==> src/verilog/cxu_regs.svh <==
/*
  Constants of the exception priority unit: vectors, acknowledge addresses,
  setup-word bit positions and addressing-mode codes.
  Assumes inclusion by bare name from the exception unit and the bench.
*/
`ifndef CXU_REGS_SVH
`define CXU_REGS_SVH
`define CXU_NMI_ACK_ADDR 32'h0ffff_f00
`define CXU_INT_ACK_ADDR 32'h0ffff_e00
`define CXU_VEC_NVI 8'h00
`define CXU_VEC_NMI 8'h01
`define CXU_VEC_ABT 8'h02
`define CXU_VEC_SLV 8'h03
`define CXU_VEC_PRV 8'h04
`define CXU_VEC_SVC 8'h05
`define CXU_VEC_DVZ 8'h06
`define CXU_VEC_FLG 8'h07
`define CXU_VEC_BPT 8'h08
`define CXU_VEC_STP 8'h09
`define CXU_VEC_UND 8'h0a
`define CXU_VEC_RBE 8'h0b
`define CXU_VEC_NBE 8'h0c
`define CXU_VEC_OVF 8'h0d
`define CXU_VEC_DBG 8'h0e
`define CXU_SETUP_FPU 0
`define CXU_SETUP_MMU 1
`define CXU_SETUP_CUS 2
`define CXU_MODE_RSVD 5'h13
`define CXU_ACK_STATUS 5'h04
`endif
==> src/verilog/cxu_pkg.sv <==
/*
  Types of the exception priority unit.
  Assumes cxu_regs.svh is on the include path.
*/
package cxu_pkg;
  typedef enum logic [3:0] {
    CXU_EX_NONE, CXU_EX_NBE, CXU_EX_RBE, CXU_EX_ABT, CXU_EX_DBG, CXU_EX_NMI,
    CXU_EX_INT, CXU_EX_STP, CXU_EX_PRV, CXU_EX_UND, CXU_EX_SVC, CXU_EX_DVZ,
    CXU_EX_FLG, CXU_EX_BPT, CXU_EX_OVF, CXU_EX_SLV
  } cxu_exc_t;

  typedef struct packed {
    logic valid;
    logic undefined_opcode;
    logic is_fpu;
    logic is_custom;
    logic is_mmu;
    logic is_mmu_reg_xfer;
    logic short_msb;
    logic privileged;
    logic [4:0] mode_a;
    logic [4:0] mode_b;
    logic imm_on_nonread;
    logic scaled_over_scaled;
    logic is_svc;
    logic is_bpt;
    logic is_flag_check;
    logic div_by_zero;
    logic overflow;
    logic slave_trap;
  } cxu_decode_t;

  typedef struct packed {
    logic active;
    logic is_read;
    logic mmu_table_read_for_store;
    logic mmu_ref_bit_write;
    logic executed;
    logic for_exception;
    logic icu_read_for_iret;
  } cxu_cycle_t;

  typedef struct packed {
    logic take;
    cxu_exc_t kind;
    logic [7:0] vector;
    logic ret_first_byte;
    logic ret_undefined;
    logic clear_int_enable;
  } cxu_action_t;
endpackage

==> src/verilog/cxu_edge_detect.sv <==
/*
  Falling-edge detector with a sticky request flag; the set wins over the
  clear in the same cycle.
  Assumes the input is synchronous to clk_sys.
*/
`timescale 1ns/100ps
module cxu_edge_detect (
  input wire logic clk_sys,
  input wire logic rst_n,
  input wire logic level_n,
  input wire logic clear,
  output logic pending
);
  logic last;
  logic fall;

  assign fall = last & ~level_n;

  always_ff @(posedge clk_sys or negedge rst_n) begin
    if (!rst_n) begin
      last <= 1'b1;
    end else begin
      last <= level_n;
    end
  end

  always_ff @(posedge clk_sys or negedge rst_n) begin
    if (!rst_n) begin
      pending <= 1'b0;
    end else if (fall) begin
      pending <= 1'b1;
    end else if (clear) begin
      pending <= 1'b0;
    end
  end
endmodule

==> src/verilog/cxu_exception_unit.sv <==
/*
  Exception recognition and prioritisation for a 32-bit core: decodes trap
  conditions, sorts bus faults, picks the winning exception and drives the
  interrupt-acknowledge request.
  Assumes the pipeline presents one instruction's decode flags per cycle,
  signals boundary and completion, and handles the service sequence itself.
*/
`timescale 1ns/100ps
`include "cxu_regs.svh"
module cxu_exception_unit
  import cxu_pkg::*;
(
  input wire logic clk_sys,
  input wire logic rst_n,
  input wire logic nmi_request_n,
  input wire logic maskable_request_n,
  input wire logic debug_request_input_n,
  input wire logic bus_fault_input,
  input wire cxu_cycle_t bus_cycle,
  input wire logic [2:0] setup_word,
  input wire logic user_mode,
  input wire logic int_enable,
  input wire logic overflow_enable,
  input wire logic status_flag,
  input wire logic step_pending,
  input wire logic debug_condition_hit,
  input wire logic page_fault_detect,
  input wire cxu_decode_t decode,
  input wire logic boundary,
  input wire logic interruptible_point,
  input wire logic insn_complete,
  input wire logic [31:0] insn_addr,
  input wire logic ack_done,
  input wire logic service_done,
  output cxu_action_t action,
  output logic [31:0] return_addr,
  output logic ack_req,
  output logic [31:0] ack_addr,
  output logic [4:0] ack_status,
  output logic data_ref_block,
  output logic mem_ref_stall,
  output logic debug_status_update,
  output logic stopped_state
);
  typedef enum logic [1:0] {S_RUN, S_ACK, S_SERVICE, S_STOP} cxu_state_t;

  cxu_state_t state;
  logic nmi_pending;
  logic nmi_clear;
  logic debug_pending;
  logic rbe_pending;
  logic in_service;
  logic ack_is_nmi;
  logic mode_bad;
  logic und_trap;
  logic prv_trap;
  logic insn_trap;
  logic fault_seen;
  logic fault_restartable;
  logic fault_fatal;
  logic fault_nonrestart;
  logic nonrestart_pend;
  logic int_ok;
  logic dbg_now;

  logic und_opcode;
  logic und_unit_off;
  logic und_encoding;
  logic und_mmu_xfer;
  logic slv_trap;
  logic svc_trap;
  logic dvz_trap;
  logic bpt_trap;
  logic flg_trap;
  logic ovf_trap;

  logic check_point;
  logic run_take;
  logic debug_hold;

  cxu_action_t next_action;

  // The edge is latched so that a request seen during service waits its turn.
  cxu_edge_detect u_nmi_edge (
    .clk_sys(clk_sys),
    .rst_n(rst_n),
    .level_n(nmi_request_n),
    .clear(nmi_clear),
    .pending(nmi_pending)
  );

  // Unknown opcode conditions, one signal for each family of causes.
  assign mode_bad = (decode.mode_a == `CXU_MODE_RSVD) ||
                    (decode.mode_b == `CXU_MODE_RSVD);
  assign und_opcode = decode.valid & decode.undefined_opcode;
  // A coprocessor or memory-management opcode is legal only while its unit is set up.
  assign und_unit_off = decode.valid &
      ((decode.is_fpu & ~setup_word[`CXU_SETUP_FPU]) |
       (decode.is_custom & ~setup_word[`CXU_SETUP_CUS]) |
       (decode.is_mmu & ~setup_word[`CXU_SETUP_MMU]));
  assign und_encoding = decode.valid &
      (mode_bad | decode.imm_on_nonread | decode.scaled_over_scaled);
  // In supervisor mode a register transfer with a clear short-field top bit is undefined.
  assign und_mmu_xfer = decode.valid & decode.is_mmu_reg_xfer & ~user_mode &
      ~decode.short_msb;
  assign und_trap = und_opcode | und_unit_off | und_encoding | und_mmu_xfer;
  // An unknown opcode masks the privilege check, so only one of the two is named.
  assign prv_trap = decode.valid & ~und_trap & decode.privileged & user_mode;
  assign slv_trap = decode.valid & decode.slave_trap;
  assign svc_trap = decode.valid & decode.is_svc;
  assign dvz_trap = decode.valid & decode.div_by_zero;
  assign bpt_trap = decode.valid & decode.is_bpt;
  assign flg_trap = decode.valid & decode.is_flag_check & status_flag;
  assign insn_trap = und_trap | prv_trap | slv_trap | svc_trap | dvz_trap | bpt_trap |
      flg_trap;
  // Operand fetch is held back as soon as the opcode is known to be bad.
  assign data_ref_block = und_trap | prv_trap;

  // Bus fault sorting. Faults on cycles of instructions that never run are ignored,
  // except the referenced-bit update, which cannot be undone.
  assign fault_seen = bus_fault_input & bus_cycle.active &
      (bus_cycle.executed | bus_cycle.mmu_ref_bit_write);
  assign fault_fatal = fault_seen &
      (bus_cycle.for_exception | bus_cycle.icu_read_for_iret);
  assign fault_restartable = fault_seen & ~fault_fatal & bus_cycle.is_read &
      ~bus_cycle.mmu_table_read_for_store & ~bus_cycle.mmu_ref_bit_write;
  assign fault_nonrestart = fault_seen & ~fault_fatal & ~fault_restartable;
  assign nonrestart_pend = fault_nonrestart;

  // A held low level keeps requesting, so another acknowledge may follow each return.
  assign int_ok = ~maskable_request_n & int_enable;
  // A debug condition met in the checking cycle itself counts as pending.
  assign dbg_now = debug_pending | debug_condition_hit | ~debug_request_input_n;
  assign ovf_trap = insn_complete & decode.overflow & overflow_enable;
  assign check_point = boundary | interruptible_point;
  assign run_take = (state == S_RUN) & next_action.take & ~fault_fatal;
  assign debug_hold = (next_action.kind == CXU_EX_OVF);
  assign mem_ref_stall = rbe_pending;
  assign stopped_state = (state == S_STOP);
  assign in_service = (state != S_RUN);

  always_comb begin
    next_action = '0;
    next_action.kind = CXU_EX_NONE;
    // A non-restartable fault is taken at once, whatever the pipeline is doing.
    if (nonrestart_pend) begin
      next_action.take = 1'b1;
      next_action.kind = CXU_EX_NBE;
      next_action.vector = `CXU_VEC_NBE;
      next_action.ret_undefined = 1'b1;
      next_action.clear_int_enable = 1'b1;
    end else if (page_fault_detect | fault_restartable) begin
      // Whichever arrives first is seen first; same cycle favours page fault.
      next_action.take = 1'b1;
      next_action.kind = page_fault_detect ? CXU_EX_ABT : CXU_EX_RBE;
      next_action.vector = page_fault_detect ? `CXU_VEC_ABT : `CXU_VEC_RBE;
      next_action.ret_first_byte = 1'b1;
      next_action.clear_int_enable = 1'b1;
    end else if (insn_trap) begin
      // The in-instruction traps exclude each other; the order only settles bad decode.
      next_action.take = 1'b1;
      next_action.ret_first_byte = 1'b1;
      next_action.clear_int_enable = 1'b0;
      if (und_trap) begin
        next_action.kind = CXU_EX_UND;
        next_action.vector = `CXU_VEC_UND;
      end else if (prv_trap) begin
        next_action.kind = CXU_EX_PRV;
        next_action.vector = `CXU_VEC_PRV;
      end else if (decode.slave_trap) begin
        next_action.kind = CXU_EX_SLV;
        next_action.vector = `CXU_VEC_SLV;
      end else if (decode.is_svc) begin
        next_action.kind = CXU_EX_SVC;
        next_action.vector = `CXU_VEC_SVC;
      end else if (decode.div_by_zero) begin
        next_action.kind = CXU_EX_DVZ;
        next_action.vector = `CXU_VEC_DVZ;
      end else if (decode.is_bpt) begin
        next_action.kind = CXU_EX_BPT;
        next_action.vector = `CXU_VEC_BPT;
      end else begin
        next_action.kind = CXU_EX_FLG;
        next_action.vector = `CXU_VEC_FLG;
      end
    end else if (ovf_trap) begin
      // Overflow is only known once the result is written and the counter has moved on.
      next_action.take = 1'b1;
      next_action.kind = CXU_EX_OVF;
      next_action.vector = `CXU_VEC_OVF;
    end else if (check_point) begin
      // Checks between instructions or at an interruptible step of a long one.
      if (dbg_now) begin
        next_action.take = 1'b1;
        next_action.kind = CXU_EX_DBG;
        next_action.vector = `CXU_VEC_DBG;
        next_action.clear_int_enable = 1'b1;
      end else if (nmi_pending) begin
        next_action.take = 1'b1;
        next_action.kind = CXU_EX_NMI;
        next_action.vector = `CXU_VEC_NMI;
        next_action.clear_int_enable = 1'b1;
      end else if (int_ok) begin
        next_action.take = 1'b1;
        next_action.kind = CXU_EX_INT;
        next_action.vector = `CXU_VEC_NVI;
        next_action.clear_int_enable = 1'b1;
      end else if (step_pending & boundary) begin
        next_action.take = 1'b1;
        next_action.kind = CXU_EX_STP;
        next_action.vector = `CXU_VEC_STP;
      end
    end
  end

  assign nmi_clear = (state == S_RUN) & ~fault_fatal & (next_action.kind == CXU_EX_NMI);

  // A fault while an exception is under way cannot be recovered, so it stops the unit
  // from any state until the next reset.
  always_ff @(posedge clk_sys or negedge rst_n) begin
    if (!rst_n) begin
      state <= S_RUN;
    end else begin
      unique case (state)
        S_RUN: begin
          if (fault_fatal) begin
            state <= S_STOP;
          end else if (next_action.take) begin
            state <= (next_action.kind == CXU_EX_NMI ||
                      next_action.kind == CXU_EX_INT) ? S_ACK : S_SERVICE;
          end
        end
        S_ACK: begin
          if (fault_fatal) begin
            state <= S_STOP;
          end else if (ack_done) begin
            state <= S_SERVICE;
          end
        end
        S_SERVICE: begin
          if (fault_fatal) begin
            state <= S_STOP;
          end else if (service_done) begin
            state <= S_RUN;
          end
        end
        S_STOP: begin
          // Only reset leaves the stopped state.
          state <= S_STOP;
        end
      endcase
    end
  end

  // Action fields stay after the pulse so the pipeline can read them while it services.
  always_ff @(posedge clk_sys or negedge rst_n) begin
    if (!rst_n) begin
      action <= '0;
      return_addr <= 32'h0000_0000;
      ack_is_nmi <= 1'b0;
    end else if (state == S_RUN && next_action.take && !fault_fatal) begin
      action <= next_action;
      // A terminated instruction leaves no meaningful return address.
      return_addr <= next_action.ret_undefined ? 32'h0000_0000 : insn_addr;
      ack_is_nmi <= (next_action.kind == CXU_EX_NMI);
    end else begin
      action.take <= 1'b0;
    end
  end

  // Debug condition held until completion, dropped on any other exception. An overflow
  // trap goes first and leaves it pending; a condition met with the taking of another
  // exception is dropped with it.
  always_ff @(posedge clk_sys or negedge rst_n) begin
    if (!rst_n) begin
      debug_pending <= 1'b0;
    end else if (run_take && !debug_hold) begin
      debug_pending <= 1'b0;
    end else if (debug_condition_hit & ~in_service) begin
      debug_pending <= 1'b1;
    end
  end

  always_ff @(posedge clk_sys or negedge rst_n) begin
    if (!rst_n) begin
      debug_status_update <= 1'b0;
    end else begin
      // Only a debug trap that is actually taken may touch the debug status word.
      debug_status_update <= run_take & (next_action.kind == CXU_EX_DBG);
    end
  end

  // Later instructions make no memory references until the faulting one is known to
  // execute and its exception has been serviced.
  always_ff @(posedge clk_sys or negedge rst_n) begin
    if (!rst_n) begin
      rbe_pending <= 1'b0;
    end else if (fault_restartable & ~in_service) begin
      rbe_pending <= 1'b1;
    end else if (state == S_SERVICE && service_done) begin
      rbe_pending <= 1'b0;
    end
  end

  // Registered so that the bus sees settled request, address and status together.
  always_ff @(posedge clk_sys or negedge rst_n) begin
    if (!rst_n) begin
      ack_req <= 1'b0;
      ack_addr <= 32'h0000_0000;
      ack_status <= 5'h00;
    end else begin
      ack_req <= (state == S_ACK) & ~ack_done;
      ack_addr <= ack_is_nmi ? `CXU_NMI_ACK_ADDR : `CXU_INT_ACK_ADDR;
      ack_status <= `CXU_ACK_STATUS;
    end
  end
endmodule

==> config.mk <==
export PLATFORM = sky130hd
export DESIGN_NAME = cxu_exception_unit
export DESIGN_NICKNAME = d
export VERILOG_FILES = /design/src/verilog/cxu_pkg.sv /design/src/verilog/cxu_edge_detect.sv /design/src/verilog/cxu_exception_unit.sv
export VERILOG_INCLUDE_DIRS = /design/src /design/src/verilog
export SDC_FILE = /design/constraint.sdc
export NUM_CORES = 1
export LEC_CHECK = 0
export BUFFER_PORTS_ARGS = -buffer_cell sky130_fd_sc_hd__buf_4
export CAP_MARGIN = 25
export CELL_PAD_IN_SITES_DETAIL_PLACEMENT = 2
export CELL_PAD_IN_SITES_GLOBAL_PLACEMENT = 2
export CORE_ASPECT_RATIO = 0.6
export CORE_MARGIN = 4
export CORE_UTILIZATION = 21
export CTS_CLUSTER_SIZE = 12
export DETAILED_ROUTE_END_ITERATION = 6
export PLACE_DENSITY = 0.78
export SKIP_CTS_REPAIR_TIMING = 1
export SYNTH_ARGS = -nofsm -noshare
export SYNTH_HDL_FRONTEND = slang
export SYNTH_HIERARCHICAL = 1
export SYNTH_SLANG_ARGS = --single-unit
export TNS_END_PERCENT = 5
==> constraint.sdc <==
create_clock -name clk_sys -period 1.94 [get_ports clk_sys]
set_input_delay 0.097 -clock clk_sys [delete_from_list [all_inputs] [get_ports clk_sys]]
set_output_delay 0.097 -clock clk_sys [all_outputs]
set_load 0.01 [all_outputs]
==> key figures, run 1 <==
Run status
  – Status: finished with violations
  – Violated checks: negative setup slack

Global route
  – GRT met2 Usage: 21.8%
  – GR Overflow Total: 0
  – GR Layer Usage met1: 21.6%
  – Busiest grt layer: met2
  – Met3 Usage GRT: under 10%
  – First-pass GRT wire length: approximately 19000 um
  – GR Util All Layers: approximately 15%
  – Largest net degree at the start of global routing: 56
  – Vias in the first global route: 3383
  – Initial antenna violation count: 0

Placement
  – Routability cong.: between 0.8 and 0.9
  – Port buffer count: 155
  – DP HPWL: around 10000 um
  – DP Area: 0.00432 mm^2

Cells and area
  – Area grow syn2layout: 53.8%
  – # diodes: 0
  – Final instance area: 0.00461 mm^2
  – Commonest non-fill, non-tap cell in the layout: buf_4
  – Commonest cells after routing, fill and taps aside: buf_4 (181), nand2_1 (82), dfrtp_1 (54), nand3_1 (37), nor2_1 (24)
  – Final Core Density: 33.3%
  – Nets: 596
  – Layout cells sized above 1: 40.9%

Routing
  – Remaining DRCs: 0
  – 1st-pass router iterations: 4
  – Avg WL per Cell: roughly 18 um
  – ANT nets after route: 0
  – Vias per cell: 4.41
  – Iteration-0 DRC Markers: 105
  – Routed WL: 12400 um
  – Vias: 3103

STA
  – Slew headroom: 50.1%
  – Fmax: 507 MHz
  – Final hold vios: 0
  – Fin crit period: 1970 ps
  – Setup-failing EPs final: 2
  – Post-layout worst setup margin: -33.1 ps
  – Slew @ Worst Pin: 749 ps
  – Period utilisation layout: 102%
  – Pins over their slew limit: 0
  – Clock skew: 10.1 ps
  – RSZ-0062 raised after global routing: yes

Pwr
  – Power per cell area: roughly 1100 mW/mm^2
  – LEAKAGE: 2.36 nW
  – Worst VDD drop: slightly below 400 uV

Synthesis
  – Post-Syn Area per Cell: 8.47 um^2
  – Yosys top cell by area: dfrtp_1
  – Top_reg_cell synth: dfrtp_1
  – Post-synth EDFFs: 0
  – Register bit total from synthesis: 55
  – Synth Instances: 354
  – Yosys warnings: 6
  – Seq/Total Area, Yosys: 46.0%
  – Mapped cell area: 0.00300 mm^2
  – Async SR Flop Fraction: 100%
  – Netlist cell types: 47
  – Most area-consuming cells after synthesis: dfrtp_1 (45%), nand2_1 (10%), buf_4 (10%), nand3_1 (6.3%), nor2_1 (3.0%)
  – Top cell type's share of synthesized area: 45.1%

Worst setup path
  – Crit path max fanout: 4
  – Worst reg2reg endpoint: state[1]
  – Cells on worst reg2reg path: 6
  – Worst R2R Start: debug_pending
  – CP endpoint kind: register
  – Critical path class: reg2reg
  – CP arrival: 2170 ps
  – Reg2Reg Setup Slack: -30 ps
  – WP data required: 2140 ps
  – CP startpoint kind: register

Clock tree
  – Maximum buffer depth of the clock tree: 2
  – Clock sink count: 55
  – Clock-pin slew on the worst setup and hold paths: 80 ps
  – H-tree depth: 2
  – CTS Buf Count: 5
  – CTS tree: done
  – Clock insertion delay at the later pin of the skew report: 300 ps
  – Root Buffer: clkbuf_16

Floorplanning
  – Starting density of the core: 21.7%
  – Core Footprint: 0.0138 mm^2
  – Die area: roughly 0.016 mm^2
  – Die Ht: 101 um
  – Die X: ~160 um
  – IO Count: between 150 and 200
  – Rows: 33

Worst hold path
  – Path type of the worst min-delay path: in2reg
  – Hold Startpoint: ack_done
  – Hold Path End: ack_req
  – Hold path depth: 2

Run
  – Maxcap violations: 0
-- cell families (layout without fill, tap and decap cells) --
kind of cell	Yosys count	count (layout)	share of synthesized area [%]
AND/OR/NAND/NOR	173	173	26.0
buffers and inverters	64	202	13.3
AO/OA/AOI/OAI	58	58	13.7
flip-flops	55	55	46.0
other	2	21	0.251
multiplexers	2	2	0.751
-- metrics by stage --
stage / TNS (ps) / hold WS, ps / setup WS [ps] / total power [mW] / instances
final: -44.4 / 0.778 / -33.1 / 5.11 / 703
after detailed placement: -9820 / 214 / -292 / 4.07 / 693
after global routing: -1870 / 11.3 / -92.6 / 5.52 / 703
after floorplan: -659 / -199 / -30.4 / 2.82 / 373
after global placement: -6240 / 209 / -190 / 3.97 / 693
after CTS: -10480 / -115 / -266 / 5.16 / 701
-- registers in the layout, summed over array words and instances (netlist names), 2 cells and up --
signal / cells
ack_addr: 2
action: 12
return_addr: 32
state: 2
-- layout make-up --
class,count,area (um^2)
clock buffers,5,125
inverters,9,36.3
clock inverters,3,47.5
fillers,1591,9220
flip-flops and latches,55,1380
well taps,192,240
multi-input cells,254,1380
repair buffers,185,1400
-- routing by layer --
layer  share of wire (%)  up-vias  wire (um)
li1                    -     1463          -
met3                 8.9        4       1110
met5                   0        -          0
met2                  42      108       5210
met1                  49     1528       6030
met4                0.46        0         57
-- worst max-delay path by stage --
stage	end	cells after the start	from
finish	state[1]	6	debug_pending
detailed placement	u_nmi_edge/pending	9	decode[23]
global route	return_addr[23]	8	debug_pending
CTS	return_addr[9]	8	debug_pending
global placement	u_nmi_edge/pending	9	decode[23]
floorplan	state[1]	8	setup_word[0]
-- cells in the mapped netlist, types with 2 or more instances --
| library cell | count |
|---|---|
| nand2_1 | 82 |
| dfrtp_1 | 54 |
| buf_4 | 40 |
| nand3_1 | 38 |
| nor2_1 | 24 |
| o21ai_0 | 16 |
| a21oi_1 | 11 |
| clkbuf_1 | 8 |
| inv_1 | 8 |
| nand2b_1 | 5 |
| a21o_1 | 4 |
| and2_1 | 4 |
| buf_2 | 4 |
| nor3_1 | 4 |
| nor4_1 | 4 |
| o31ai_1 | 4 |
| buf_1 | 3 |
| nand4_1 | 3 |
| nor3b_1 | 3 |
| a2111oi_0 | 2 |
| a31o_2 | 2 |
| conb_1 | 2 |
| mux2_2 | 2 |
| nand4b_1 | 2 |
| o211ai_1 | 2 |
| o41ai_1 | 2 |
-- report_power, final --
group / switching [mW] / total [mW] / internal, mW
clock network: 0.446 / 1.06 / 0.618
registers: 0.285 / 1.88 / 1.60
logic: 1.12 / 2.17 / 1.05
-- critical path, stage by stage, from the launching register on --
cell	delay, ps
dfrtp_1	430
nor4b_4	80
a31o_2	260
buf_4	140
or4_4	540
a211o_1	280
a21o_1	150
(Power assumes the default switching activity.)
==> run 2: changes to the inputs <==
--- a/config.mk
+++ b/config.mk
@@ -17,6 +17,7 @@
 export DETAILED_ROUTE_END_ITERATION = 6
 export PLACE_DENSITY = 0.78
 export SKIP_CTS_REPAIR_TIMING = 1
+export SKIP_LAST_GASP = 1
 export SYNTH_ARGS = -nofsm -noshare
 export SYNTH_HDL_FRONTEND = slang
 export SYNTH_HIERARCHICAL = 1
==> run 2 against run 1 <==
Effect of this change: hold slack barely moved; register-to-register slack barely moved; sequential cell count is the same; the run still ends with negative setup slack left; cell count unchanged; setup slack worse by 6.9 ps; global-route usage did not move; clock power about the same; largest cell class unchanged; routed wire length rose by 0.48%.
==> key figures, run 2 (same netlist as run 1, synthesis figures left out) <==
Run status
  – Status: finished with violations
  – Violated checks: negative setup slack

Floorplanning
  – Die X: 162 um (unchanged)
  – Die area: 0.0163 mm^2 (unchanged)
  – Core Footprint: 0.0138 mm^2 (unchanged)
  – Rows: 33 (unchanged)
  – IO Count: 176 (unchanged)
  – Die Ht: 101 um (unchanged)
  – Starting density of the core: 21.7% (unchanged)

Worst setup path
  – WP data required: 2140 ps (about the same)
  – Worst R2R Start: debug_pending
  – Slowest CP cell: or4_4
  – Worst path depth: 6 (unchanged)
  – Buf/Inv on CP: 1 (unchanged)
  – CP arrival: 2180 ps (about the same)
  – Worst reg2reg endpoint: state[1]
  – Crit path max fanout: 4 (unchanged)
  – CP endpoint kind: register
  – Critical path, cell by cell: nor4b_4, a31o_2, buf_4, or4_4, a211o_1, a21o_1
  – CP startpoint kind: register
  – Crit path max-delay family: compound AO/OA/AOI/OAI gates
  – Reg2Reg Setup Slack: -40 ps (about the same)
  – Critical path class: reg2reg
  – Delay of the slowest critical-path stage: 540 ps (about the same)
  – Cells on worst reg2reg path: 6 (unchanged)

Pwr
  – Sw Ratio: 36.2% (about the same)
  – Clock power share: 20.8% (about the same)
  – Power per cell area: 1110 mW/mm^2 (+0.18%)
  – Worst VDD drop: 385 uV (about the same)
  – LEAKAGE: 2.35 nW (-0.34%)
  – Combinational share of power: 42.4% (about the same)
  – Sequential share of power: 36.8% (about the same)
  – Total Power: 5.11 mW (about the same)
  – Sw power: 1.85 mW (about the same)
  – Pint: 3.26 mW (about the same)

Cells and area
  – Final instance area: 0.00460 mm^2 (-0.19%)
  – Largest register FFs: 32 (unchanged)
  – Commonest cells after routing, fill and taps aside: buf_4 (181), nand2_1 (82), dfrtp_1 (54), nand3_1 (38), nor2_1 (24)
  – Area grow syn2layout: 53.5%
  – Layout cells sized above 1: 40.7% (-0.20 points)
  – Largest registers: return_addr (32), action (12)
  – Largest register by flop count: return_addr
  – Commonest non-fill, non-tap cell in the layout: buf_4
  – Nets: 596 (unchanged)
  – Non-filler instance count after layout: 703 (unchanged)
  – # diodes: 0 (unchanged)

Clock tree
  – CTS Buf Count: 5 (unchanged)
  – H-tree depth: 2 (unchanged)
  – Maximum buffer depth of the clock tree: 2 (unchanged)
  – CTS tree: done
  – Root Buffer: clkbuf_16
  – Clock sink count: 55 (unchanged)
  – Clock-pin slew on the worst setup and hold paths: 80 ps (about the same)
  – Clock insertion delay at the later pin of the skew report: 300 ps (about the same)

Placement
  – DP Area: 0.00432 mm^2 (unchanged)
  – Dpl cells: 693 (unchanged)
  – DP HPWL: 10200 um (unchanged)
  – Setup slack at placement: -292 ps (unchanged)
  – Routability cong.: 0.890 (unchanged)
  – Port buffer count: 155 (unchanged)

STA
  – Final hold vios: 0 (unchanged)
  – Period utilisation layout: 102% (+0.36 points)
  – Fmax: 505 MHz (-0.35%)
  – Clock skew: 10.4 ps (+0.246 ps)
  – TNS Setup: -55.5 ps (-11.1 ps)
  – Slew @ Worst Pin: 752 ps (+3.39 ps)
  – Setup-failing EPs final: 3 (+1)
  – Fin crit period: 1980 ps (+6.90 ps)
  – RSZ-0062 raised after global routing: yes
  – Pins over their slew limit: 0 (unchanged)
  – Post-layout worst setup margin: -40.0 ps (-6.90 ps)
  – Slew headroom: 49.8% (-0.23 points)

Worst hold path
  – Path type of the worst min-delay path: in2reg
  – Hold path depth: 2 (unchanged)
  – Hold Path End: ack_req
  – Hold Startpoint: ack_done

Global route
  – GR Overflow Total: 0 (unchanged)
  – GR Util All Layers: 14.8% (unchanged)
  – First-pass GRT wire length: 19200 um (unchanged)
  – Initial antenna violation count: 0 (unchanged)
  – Largest net degree at the start of global routing: 56 (unchanged)
  – Vias in the first global route: 3383 (unchanged)

Routing
  – Vias per cell: 4.44 (+0.58%)
  – Avg WL per Cell: 17.7 um (+0.48%)
  – 1st-pass router iterations: 4 (unchanged)
  – Routed WL: 12500 um (+0.48%)
  – Vias: 3121 (+0.58%)
  – Remaining DRCs: 0 (unchanged)
  – ANT nets after route: 0 (unchanged)
  – Iteration-0 DRC Markers: 140 (+33%)

Run
  – Maxcap violations: 0 (unchanged)
==> run 2: cell types whose count changed in the layout (fill, tap and decap cells not counted) <==
| cell | change |
|---|---|
| mux2_2 | +1 |
| mux2_4 | -1 |
| nand3_1 | +1 |
| nand3_2 | -1 |
==> run 2: routing by layer <==
metal	share of wire (%)	vias up	global-route usage, %
met4	0.46	0	1.49
met2	42	105	21.8
met3	9.0	4	5.11
met5	0	-	0
li1	-	1466	-
met1	48	1546	21.6
==> run 2: power groups by stage <==
| stage | sequential [mW] | clock, mW | combinational, mW |
|---|---|---|---|
| 3_3_place_gp | 1.87 | 0 | 2.10 |
| 6_report | 1.88 | 1.06 | 2.17 |
| 2_1_floorplan | 2.06 | 0 | 0.762 |
| 5_1_grt | 1.95 | 1.16 | 2.41 |
| 3_5_place_dp | 1.90 | 0 | 2.17 |
| 4_1_cts | 1.88 | 1.11 | 2.17 |
==> run 2: worst max-delay path by stage <==
stage,start,endpoint,slack [ps]
floorplan,setup_word[0],state[1],-30
global placement,decode[23],u_nmi_edge/pending,-190
detailed placement,decode[23],u_nmi_edge/pending,-290
CTS,debug_pending,return_addr[9],-270
global route,debug_pending,return_addr[23],-90
finish,debug_pending,state[1],-40
==> run 2: stage by stage <==
step                      util (%)  hold WS (ps)
after floorplan                  -          -199
after global placement        31.2           209
after detailed placement      31.2           214
after CTS                     32.5          -115
after global routing          33.3          11.3
final                         33.3         0.813
==> run 2: cell type report <==
cell class              count  area, um^2
inverters                   9        36.3
well taps                 192         240
fillers                  1591        9230
clock inverters             3        47.5
multi-input cells         254        1380
flip-flops and latches     55        1380
repair buffers            185        1400
clock buffers               5         125
